<file path="config.mk">
export PLATFORM = sky130hd
export DESIGN_NAME = power_fail_refresh_sync
export DESIGN_NICKNAME = d
export VERILOG_FILES = /design/src/verilog/pf_refresh_pkg.sv /design/src/verilog/power_fail_refresh_sync.sv
export SDC_FILE = /design/constraint.sdc
export NUM_CORES = 1
export LEC_CHECK = 0
export ABC_AREA = 1
export ABC_CLOCK_PERIOD_IN_PS = 3300
export BUFFER_PORTS_ARGS = -buffer_cell sky130_fd_sc_hd__buf_2
export CAP_MARGIN = 20
export CORE_MARGIN = 2
export CORE_UTILIZATION = 63
export CTS_BUF_LIST = sky130_fd_sc_hd__clkbuf_8
export CTS_CLUSTER_DIAMETER = 100
export DETAILED_ROUTE_END_ITERATION = 12
export PLACE_DENSITY = 0.9
export SLEW_MARGIN = 20
export SYNTH_ARGS = -nofsm -noshare
export SYNTH_HDL_FRONTEND = slang
export SYNTH_SLANG_ARGS = --single-unit
</file>
<file path="constraint.sdc">
create_clock -name clk -period 3.3 [get_ports clk]
set_input_delay 0.33 -clock clk [delete_from_list [all_inputs] [get_ports clk]]
set_output_delay 0.33 -clock clk [all_outputs]
set_load 0.01 [all_outputs]
</file>
<file path="src/verilog/pf_refresh_pkg.sv">
// Constants for the power-fail synchroniser and standby refresh sequencer.
// Assumes a single 125 MHz system clock; all times are converted to cycles here.
package pf_refresh_pkg;

  // ************************************************************
  // Clock
  // ************************************************************
  localparam int CLK_PERIOD_NS = 8;

  // ************************************************************
  // Refresh timing, in their own units
  // ************************************************************
  localparam int PRETRIG_NS        = 3000;     // 3 us pretrigger
  localparam int CE_PULSE_NS       = 500;      // standby chip-enable pulse
  localparam int REFRESH_STEP_NS   = 62500;    // 62.5 us distributed spacing
  localparam int REFRESH_WINDOW_US = 2000;     // 2.0 ms for all rows

  // ************************************************************
  // Derived cycle counts
  // ************************************************************
  // Least times round up, longest times round down
  localparam int PRETRIG_CYCLES  = (PRETRIG_NS + CLK_PERIOD_NS - 1) / CLK_PERIOD_NS;
  localparam int CE_PULSE_CYCLES = (CE_PULSE_NS + CLK_PERIOD_NS - 1) / CLK_PERIOD_NS;
  localparam int REFRESH_STEP_CYCLES   = REFRESH_STEP_NS / CLK_PERIOD_NS;
  localparam int REFRESH_WINDOW_CYCLES = (REFRESH_WINDOW_US * 1000) / CLK_PERIOD_NS;

  // ************************************************************
  // Widths and counts
  // ************************************************************
  localparam int ROW_BITS     = 5;
  localparam int ROW_COUNT    = 32;
  localparam int PEND_BITS    = 6;
  localparam int PHASE_BITS   = 9;
  localparam int PERIOD_BITS  = 18;

  localparam logic [ROW_BITS-1:0]  ROW_RESET   = 5'h00;
  localparam logic [PEND_BITS-1:0] PEND_RESET  = 6'h00;
  localparam logic [PEND_BITS-1:0] PEND_FULL   = 6'h20;
  localparam logic [PEND_BITS-1:0] PEND_ONE    = 6'h01;
  localparam logic [PHASE_BITS-1:0] PHASE_ZERO = 9'h000;
  localparam logic [PHASE_BITS-1:0] PRETRIG_LAST =
    PHASE_BITS'(PRETRIG_CYCLES - 1);
  localparam logic [PHASE_BITS-1:0] CE_PULSE_LAST =
    PHASE_BITS'(CE_PULSE_CYCLES - 1);

  // ************************************************************
  // Refresh sequencer states, Gray along idle -> pretrigger -> pulse
  // ************************************************************
  typedef enum logic [1:0] {
    SEQ_IDLE    = 2'h0,
    SEQ_PRETRIG = 2'h1,
    SEQ_PULSE   = 2'h3
  } seq_state_t;

endpackage : pf_refresh_pkg

</file>
<file path="src/verilog/power_fail_refresh_sync.sv">
// Power-fail synchroniser, refresh sequencer and chip-enable selector for a
// battery-backed dynamic memory array.
// Assumes power_fail and mem_clk arrive asynchronously on pins; burst_mode is a
// level from logic on clk.
//
// Summary of operation
// - End of standby pulse clears guard flop.
// - Mode flop takes power_fail on memory clock edge.
// - Battery mode routes standby pulse to enables.
// - Battery mode removes power from unneeded logic.
// - Pretrigger sets guard, guard blocks mode change.
// - Pretrigger end launches 500 ns enable pulse.
// - No power-fail change aborts access or refresh.
// - 32 rows every 2 ms, burst or distributed.
`timescale 1ns/1ps
`default_nettype none

module power_fail_refresh_sync #(
  parameter int REFRESH_STEP_CYCLES   = pf_refresh_pkg::REFRESH_STEP_CYCLES,
  parameter int REFRESH_WINDOW_CYCLES = pf_refresh_pkg::REFRESH_WINDOW_CYCLES
) (
  input  wire logic                              clk,
  input  wire logic                              rst_n,
  input  wire logic                              power_fail,
  input  wire logic                              mem_clk,
  input  wire logic                              burst_mode,
  output logic                                   battery_mode,
  output logic                                   battery_mode_n,
  output logic                                   refresh_guard,
  output logic                                   chip_enable,
  output logic                                   logic_power_en,
  output logic                                   refresh_active,
  output logic [pf_refresh_pkg::ROW_BITS-1:0]    refresh_row
);

  // ************************************************************
  // Input synchronisers
  // ************************************************************
  logic pf_meta;
  logic pf_sync;
  logic mclk_meta;
  logic mclk_sync;
  logic mclk_prev;

  always_ff @(posedge clk or negedge rst_n) begin
    if (!rst_n) begin
      pf_meta   <= 1'b0;
      pf_sync   <= 1'b0;
      mclk_meta <= 1'b0;
      mclk_sync <= 1'b0;
      mclk_prev <= 1'b0;
    end else begin
      pf_meta   <= power_fail;
      pf_sync   <= pf_meta;
      mclk_meta <= mem_clk;
      mclk_sync <= mclk_meta;
      mclk_prev <= mclk_sync;
    end
  end

  // Rising memory clock edge, seen only after both sync stages
  logic mclk_rise;
  assign mclk_rise = mclk_sync & ~mclk_prev;

  // ************************************************************
  // Refresh request timer
  // ************************************************************
  // Distributed mode asks for one row per step; burst mode asks for all
  // rows at once per window. The shared counter restarts on a mode change.
  logic [pf_refresh_pkg::PERIOD_BITS-1:0] period_cnt;
  logic                                   burst_prev;
  logic                                   period_tick;
  logic [pf_refresh_pkg::PERIOD_BITS-1:0] period_last;

  assign period_last = burst_mode ?
    pf_refresh_pkg::PERIOD_BITS'(REFRESH_WINDOW_CYCLES - 1) :
    pf_refresh_pkg::PERIOD_BITS'(REFRESH_STEP_CYCLES - 1);
  assign period_tick = (period_cnt == period_last) && (burst_mode == burst_prev);

  always_ff @(posedge clk or negedge rst_n) begin
    if (!rst_n) begin
      period_cnt <= '0;
      burst_prev <= 1'b0;
    end else begin
      burst_prev <= burst_mode;
      if (period_tick || (burst_mode != burst_prev)) begin
        period_cnt <= '0;
      end else begin
        period_cnt <= period_cnt + 1'b1;
      end
    end
  end

  // ************************************************************
  // Pending refresh cycles
  // ************************************************************
  pf_refresh_pkg::seq_state_t             state;
  logic [pf_refresh_pkg::PHASE_BITS-1:0]  phase;
  logic                                   pulse_done;
  logic                                   pretrig_done;
  logic [pf_refresh_pkg::PEND_BITS-1:0]   pending;

  assign pretrig_done = (state == pf_refresh_pkg::SEQ_PRETRIG) &&
                        (phase == pf_refresh_pkg::PRETRIG_LAST);
  assign pulse_done   = (state == pf_refresh_pkg::SEQ_PULSE) &&
                        (phase == pf_refresh_pkg::CE_PULSE_LAST);

  // A burst request wins over the completion in the same cycle; a distributed one cancels it
  always_ff @(posedge clk or negedge rst_n) begin
    if (!rst_n) begin
      pending <= pf_refresh_pkg::PEND_RESET;
    end else if (period_tick && burst_mode) begin
      pending <= pf_refresh_pkg::PEND_FULL;
    end else if (period_tick && !pulse_done) begin
      if (pending != pf_refresh_pkg::PEND_FULL) begin
        pending <= pending + pf_refresh_pkg::PEND_ONE;
      end
    end else if (!period_tick && pulse_done) begin
      pending <= pending - pf_refresh_pkg::PEND_ONE;
    end
  end

  // ************************************************************
  // Refresh sequencer: pretrigger then chip-enable pulse
  // ************************************************************
  always_ff @(posedge clk or negedge rst_n) begin
    if (!rst_n) begin
      state <= pf_refresh_pkg::SEQ_IDLE;
      phase <= pf_refresh_pkg::PHASE_ZERO;
    end else begin
      case (state)
        pf_refresh_pkg::SEQ_IDLE: begin
          phase <= pf_refresh_pkg::PHASE_ZERO;
          if (pending != pf_refresh_pkg::PEND_RESET) begin
            state <= pf_refresh_pkg::SEQ_PRETRIG;
          end
        end
        pf_refresh_pkg::SEQ_PRETRIG: begin
          if (pretrig_done) begin
            state <= pf_refresh_pkg::SEQ_PULSE;
            phase <= pf_refresh_pkg::PHASE_ZERO;
          end else begin
            phase <= phase + 1'b1;
          end
        end
        pf_refresh_pkg::SEQ_PULSE: begin
          if (pulse_done) begin
            state <= pf_refresh_pkg::SEQ_IDLE;
            phase <= pf_refresh_pkg::PHASE_ZERO;
          end else begin
            phase <= phase + 1'b1;
          end
        end
        default: begin
          state <= pf_refresh_pkg::SEQ_IDLE;
          phase <= pf_refresh_pkg::PHASE_ZERO;
        end
      endcase
    end
  end

  // ************************************************************
  // Row address
  // ************************************************************
  always_ff @(posedge clk or negedge rst_n) begin
    if (!rst_n) begin
      refresh_row <= pf_refresh_pkg::ROW_RESET;
    end else if (pulse_done) begin
      refresh_row <= refresh_row + 1'b1;
    end
  end

  // ************************************************************
  // Guard flop
  // ************************************************************
  // Held from pretrigger start through the end of the enable pulse, so a
  // power-fail change never lands inside a refresh cycle.
  always_ff @(posedge clk or negedge rst_n) begin
    if (!rst_n) begin
      refresh_guard <= 1'b0;
    end else if (state == pf_refresh_pkg::SEQ_IDLE &&
                 pending != pf_refresh_pkg::PEND_RESET) begin
      refresh_guard <= 1'b1;
    end else if (pulse_done) begin
      refresh_guard <= 1'b0;
    end
  end

  // ************************************************************
  // Mode flop
  // ************************************************************
  // J = power_fail, K = its complement: it follows the level, but only on a
  // memory clock edge, so a running access is never cut short.
  logic jk_j;
  logic jk_k;
  logic next_battery_mode;

  assign jk_j = pf_sync;
  assign jk_k = ~pf_sync;

  always_comb begin
    case ({jk_j, jk_k})
      2'h2:    next_battery_mode = 1'b1;
      2'h1:    next_battery_mode = 1'b0;
      2'h3:    next_battery_mode = ~battery_mode;
      default: next_battery_mode = battery_mode;
    endcase
  end

  always_ff @(posedge clk or negedge rst_n) begin
    if (!rst_n) begin
      battery_mode   <= 1'b0;
      battery_mode_n <= 1'b1;
    end else if (mclk_rise && !refresh_guard) begin
      battery_mode   <= next_battery_mode;
      battery_mode_n <= ~next_battery_mode;
    end
  end

  // ************************************************************
  // Chip-enable selection and standby power
  // ************************************************************
  always_ff @(posedge clk or negedge rst_n) begin
    if (!rst_n) begin
      chip_enable    <= 1'b0;
      logic_power_en <= 1'b1;
      refresh_active <= 1'b0;
    end else begin
      refresh_active <= (state == pf_refresh_pkg::SEQ_PULSE);
      if (battery_mode) begin
        chip_enable <= (state == pf_refresh_pkg::SEQ_PULSE);
      end else begin
        chip_enable <= mclk_sync;
      end
      logic_power_en <= ~battery_mode;
    end
  end

endmodule : power_fail_refresh_sync

`default_nettype wire

</file>
; ---- After elaboration in Yosys (flattened, before gate mapping)
; Cells that the tools add are included.
[totals]
reg_bits = 52
latchBits = 0
mem_bits_rw = 0
word_cells = 77
output_inout_bits = 11
rom_bits = 0
mem_count = 0
in_bits = 5
[classes]
order_cmp = 0
n_mux = 17
div = 0
addsub = 5
reduce_logical = 18
n_eq_ne = 15
n_bitwise = 5
n_mul = 0
n_shift = 0
[op_table]
columns = cell, n
row1 = 18-bit two-way mux, 2
row2 = 6-bit two-way mux, 4
row3 = "18-bit by 1-bit adder with 18-bit output, second input constant", 1
row4 = 18-bit == test, 1
row5 = 9-bit two-way mux, 2
row6 = 9-bit one-hot mux with 2 select lines, 1
row7 = "9-bit by 1-bit adder with 9-bit output, second input constant", 1
row8 = "9-bit by 6-bit == test with 1-bit output, second input constant", 1
row9 = "9-bit == test, second input constant", 1
row10 = 1-bit logical AND, 8
row11 = "6-bit by 1-bit adder with 6-bit output, second input constant", 1
row12 = "2-bit == test, second input constant", 3
row13 = 2-bit two-way mux, 3
row14 = "2-bit inequality test, second input constant", 3
row15 = "6-bit inequality test, second input constant", 1
row16 = 2-bit one-hot mux with 3 select lines, 1
row17 = 6-bit nonzero test, 1
row18 = "6-bit by 1-bit subtractor with 6-bit output, second input constant", 1
row19 = "5-bit by 1-bit adder with 5-bit output, second input constant", 1
row20 = "2-bit by 1-bit == test with 1-bit output, second input constant", 2
row21 = 1-bit NOT, 4
row22 = 1-bit logical NOT, 3
row23 = 1-bit two-way mux, 3
row24 = "3-bit by 2-bit inequality test with 1-bit output, second input constant", 1
row25 = 10 further kinds, 10

; ---- Logic depth before layout (Yosys ltp)
[depth]
depth_word = 8
mapped_depth = 21
depth_no_buf = 20

; ---- Worst setup path before layout
; No wires, ideal clock.
[synth_path]
kind = reg2reg
startpoint = register period_cnt[0] (netlist bit)
endpoint = register pending[5] (netlist bit)
arrival_ps = 2334
setup_slack_ps = 853
required_ps = 3187
period_less_slack_ps = 2447
path_buffers = 0
path_stages_with_launch = 19
setup_ps = 113
cell_sequence = dfrtp_1 > ha_1 > nand2_1 > nor2_1 > nand2_1 > nor2_2 > nand3_4 > nor2_4 > nand2_1 > ha_1 > a21o_1 > nand2_1 > nand4_1 > nand2_1 > inv_1 > nand2_1 > nand4_1 > nand2_1 > inv_1
[synth_via]
elab_chain_cells = 6
elab_cells_between_ends = 11
cone_classes = eq/ne (2) / mux (2) / reduce/logical (7)
[synth_rtl]
columns = item, line
row1 = start: declaration, power_fail_refresh_sync.sv:70  ; logic [pf_refresh_pkg::PERIOD_BITS-1:0] period_cnt;
row2 = start signal: assignment, power_fail_refresh_sync.sv:89  ; period_cnt <= period_cnt + 1'b1;
row3 = 18-bit == test *, power_fail_refresh_sync.sv:78  ; assign period_tick = (period_cnt == period_last) && (burst_mode == burst_prev);
row4 = 1-bit logical AND *, power_fail_refresh_sync.sv:78
row5 = 1-bit logical NOT, power_fail_refresh_sync.sv:118  ; end else if (!period_tick && pulse_done) begin
row6 = 1-bit logical AND, power_fail_refresh_sync.sv:118
row7 = 3-bit nonzero test (no source line), n/a
row8 = 2-bit AND reduction (no source line), n/a
row9 = end signal: assignment, power_fail_refresh_sync.sv:113  ; pending <= pf_refresh_pkg::PEND_FULL;
row10 = end signal: assignment, power_fail_refresh_sync.sv:116  ; pending <= pending + pf_refresh_pkg::PEND_ONE;
row11 = end signal: assignment, power_fail_refresh_sync.sv:119  ; pending <= pending - pf_refresh_pkg::PEND_ONE;
row12 = end: declaration, power_fail_refresh_sync.sv:101  ; logic [pf_refresh_pkg::PEND_BITS-1:0] pending;
; Every way passes the cells marked *; elsewhere a longest branch is shown, timed or not.
; A chain may end at the register's enable or synchronous reset.

; ---- Final worst setup path
; Same ends and word-level chain as after synthesis.

==> impl_metrics.tcl <==
set metrics [dict create \
    status "finished clean" \
    combPwrFrac 0.045 \
    worst_pin_slew_ns 0.569 \
    yosysWarnings 0 \
    rsz0062_at_grt "false" \
    clkPwrFrac 0.345 \
    synth_top_area_frac 0.460 \
    cts_sinks 52 \
    synth.largest_area_cell "dfrtp_1" \
    yosysUniqueCellTypes 35 \
    path_max_fanout 6 \
    root_buffer "clkbuf_8" \
    cp.buffers_inverters 2 \
    power.internal_uw 813 \
    cts_tree "yes" \
    htree_levels 2 \
    switchingPower_uw 263 \
    numCtsBuffers 5 \
    dp_cells 358 \
    drive_above_1_share 0.190 \
    cts_buffer_depth 2 \
    timing.rr.start "period_cnt[0]$_DFF_PN0_" \
    seq_power_share 0.610 \
    die_x_um 69.7 \
    min_path_type "input pin to asynchronous set/reset pin" \
    timing.hold.ws_ns 0.00142 \
    track_usage 0.224 \
    power_density_nw_per_um2 365 \
    cts-resized-gates 0 \
    layout-area-overhead-vs-synth_pct 8.23 \
    crit_type "flop to flop" \
    drv_cap 0 \
    synth_top_cells_by_area "dfrtp_1 46%, nand2_1 7.2%, nor2_1 4.6%, inv_1 4.4%, ha_1 3.7%" \
    dp_hpwl_mm 3.63 \
    critPathLaunchType "flop" \
    postCtsSetupRepairBufs 0 \
    antenna_found_initial 0 \
    final_nets 329 \
    synth_area_um2 2720 \
    cts_hold_buffers 0 \
    ys_seq_area_frac 0.479 \
    cellLeakagePower_uw 0.00148 \
    core-area_um2 4090 \
    fp-row-count 23 \
    setup-violations-final 0 \
    overflow 0 \
    die_h_um 69.7 \
    crit_path_end_kind "flop" \
    fin_setup_tns_ns 0 \
    wl_per_cell_um 13.4 \
    grt_pass1_wl_mm 8.80 \
    start_util 0.666 \
    cp_top_family "simple AND/OR/NAND/NOR gates" \
    timing.critical_path.mode_cell "nand2_1" \
    ff2ff_setup_slack_ns 0.51 \
    stdcell_area_um2 2950 \
    insertion_delay_ns 0.32 \
    place_ws_ns 0.564 \
    hold_viol_final 0 \
    synthCells 294 \
    layout_common_cells "52 x nand2_1, 50 x dfrtp_1, 33 x nor2_1, 32 x inv_1" \
    placed_area_um2 2850 \
    ant_nets 0 \
    clkTransAtPathRegs_ns 0.10 \
    worst_r2r_path_depth 18 \
    routed_wl_mm 4.89 \
    crit_arrival_ns 3.01 \
    ys_ff_latch 52 \
    grt_max_degree 29 \
    gp_congestion 0.799 \
    drv_slew 0 \
    layoutNonFillerInstCount 366 \
    dr_total_vias 2021 \
    grt_pass1_vias 2068 \
    cp_slowest_cell "dfrtp_1" \
    final_common_cell "nand2_1" \
    io_pins 16 \
    io_buffers 15 \
    first_iter_violations 176 \
    synthesis.nets 308 \
    crit_chain "ha_1, nand2_1, nor2_1, nand2_1, nor2_2, nand3_4, nor2_4, nand2_1, ha_1, a21o_1, nand2_1, nand4_1, nand2_1, inv_1, nand2_1, nand4_1, nand2_1, inv_1" \
    fin_crit_ns 2.79 \
    vias_per_cell 5.52 \
    synth_edf_count 0 \
    slowest_delay_ns 0.40 \
    crit_required_ns 3.52 \
    ys.flop_type "dfrtp_1" \
    setup_ws_ns 0.512 \
    fin_skew_ns 0.00893 \
    power.share.switching 0.244 \
    syn_area_per_cell_um2 9.26 \
    reg2reg_to "pending[5]$_DFFE_PN0P_" \
    n_antenna_cell 0 \
    dieArea_um2 4860 \
    max_clock_freq_mhz 359 \
    async_reset_ff_frac 1.00 \
    drt_pre_antenna_iters 4 \
    max-vdd-ir-drop_v 0.000320 \
    slew_headroom 0.621 \
    drc 0 \
    post-route-period-util 0.845 \
]
==> power groups by stage <==
stage / Sequential (µW) / Combinational, µW / Clock [µW]
global route: 657 / 55.7 / 398
floorplan: 667 / 28.5 / 0
finish: 656 / 48.6 / 371
CTS: 656 / 50.1 / 378
detailed placement: 669 / 50.0 / 0
global placement: 667 / 47.8 / 0
==> cell families (layout without fill, tap and decap cells) <==
| logic type | count (synthesis) | after routing | synth area share |
|---|---|---|---|
| compound gates | 28 | 28 | 0.0685 |
| flops | 52 | 52 | 0.479 |
| buf+inv | 38 | 60 | 0.0543 |
| simple gates | 152 | 152 | 0.306 |
| xor+xnor | 15 | 15 | 0.0483 |
| fa+ha+maj | 9 | 9 | 0.0441 |
==> final cells by class <==
cell class	count	area (µm²)
Sequential cell	52	1300
Multi-Input combinational cell	204	1270
Fill cell	280	1140
Inverter	36	135
Timing Repair Buffer	16	82.6
Clock buffer	5	68.8
Tap cell	50	62.6
Clock inverter	3	22.5
==> worst max path at each step <==
stage | start | to | slack [ns] | cells after the start
6_report | period_cnt[0]$_DFF_PN0_ | pending[5]$_DFFE_PN0P_ | 0.51 | 18
5_1_grt | period_cnt[0]$_DFF_PN0_ | pending[5]$_DFFE_PN0P_ | 0.29 | 20
4_1_cts | period_cnt[0]$_DFF_PN0_ | pending[5]$_DFFE_PN0P_ | 0.54 | 18
3_5_place_dp | period_cnt[0]$_DFF_PN0_ | pending[5]$_DFFE_PN0P_ | 0.56 | 18
3_3_place_gp | period_cnt[0]$_DFF_PN0_ | pending[5]$_DFFE_PN0P_ | 0.72 | 18
2_1_floorplan | period_cnt[0]$_DFF_PN0_ | pending[5]$_DFFE_PN0P_ | 0.85 | 18
==> per-stage QoR <==
stage,total power [µW],utilization
final,1080,0.721
after global routing,1110,0.721
after CTS,1080,0.721
after detailed placement,719,0.698
after global placement,715,0.698
after floorplan,696,-
==> registers in the layout, summed over array words and instances (netlist names) <==
register and cells:
battery_mode 1, battery_mode_n 1, burst_prev 1, chip_enable 1, jk_j 1, logic_power_en 1, mclk_meta 1, mclk_prev 1
mclk_sync 1, pending 6, period_cnt 18, pf_meta 1, phase 9, refresh_active 1, refresh_guard 1, refresh_row 5
state 2
==> cell usage after synthesis (2+ instances only) <==
cell type	instances
nand3_1	10
inv_2	4
nor3b_1	7
inv_1	32
nor2_2	4
a31oi_1	3
o21ai_0	6
a21o_1	2
dfstp_2	2
o21ai_2	4
dfrtp_1	50
ha_1	8
nand3_4	2
nor2_4	5
nor3_1	9
xor2_1	10
nor2_1	33
nand3_2	4
nand2_4	3
nand2_2	3
nand4_1	15
nand2_1	52
o21a_1	2
a21oi_1	9
xnor2_1	5
==> metal layers <==
layer / global-route usage / vias to the layer above / routed length [µm]
met5: 0 / - / 0
met4: 0.0662 / 0 / 83
met3: 0.0538 / 9 / 198
met2: 0.378 / 35 / 2420
met1: 0.287 / 972 / 2190
li1: - / 1005 / -
Note: power is estimated with default switching activity, not from simulation.
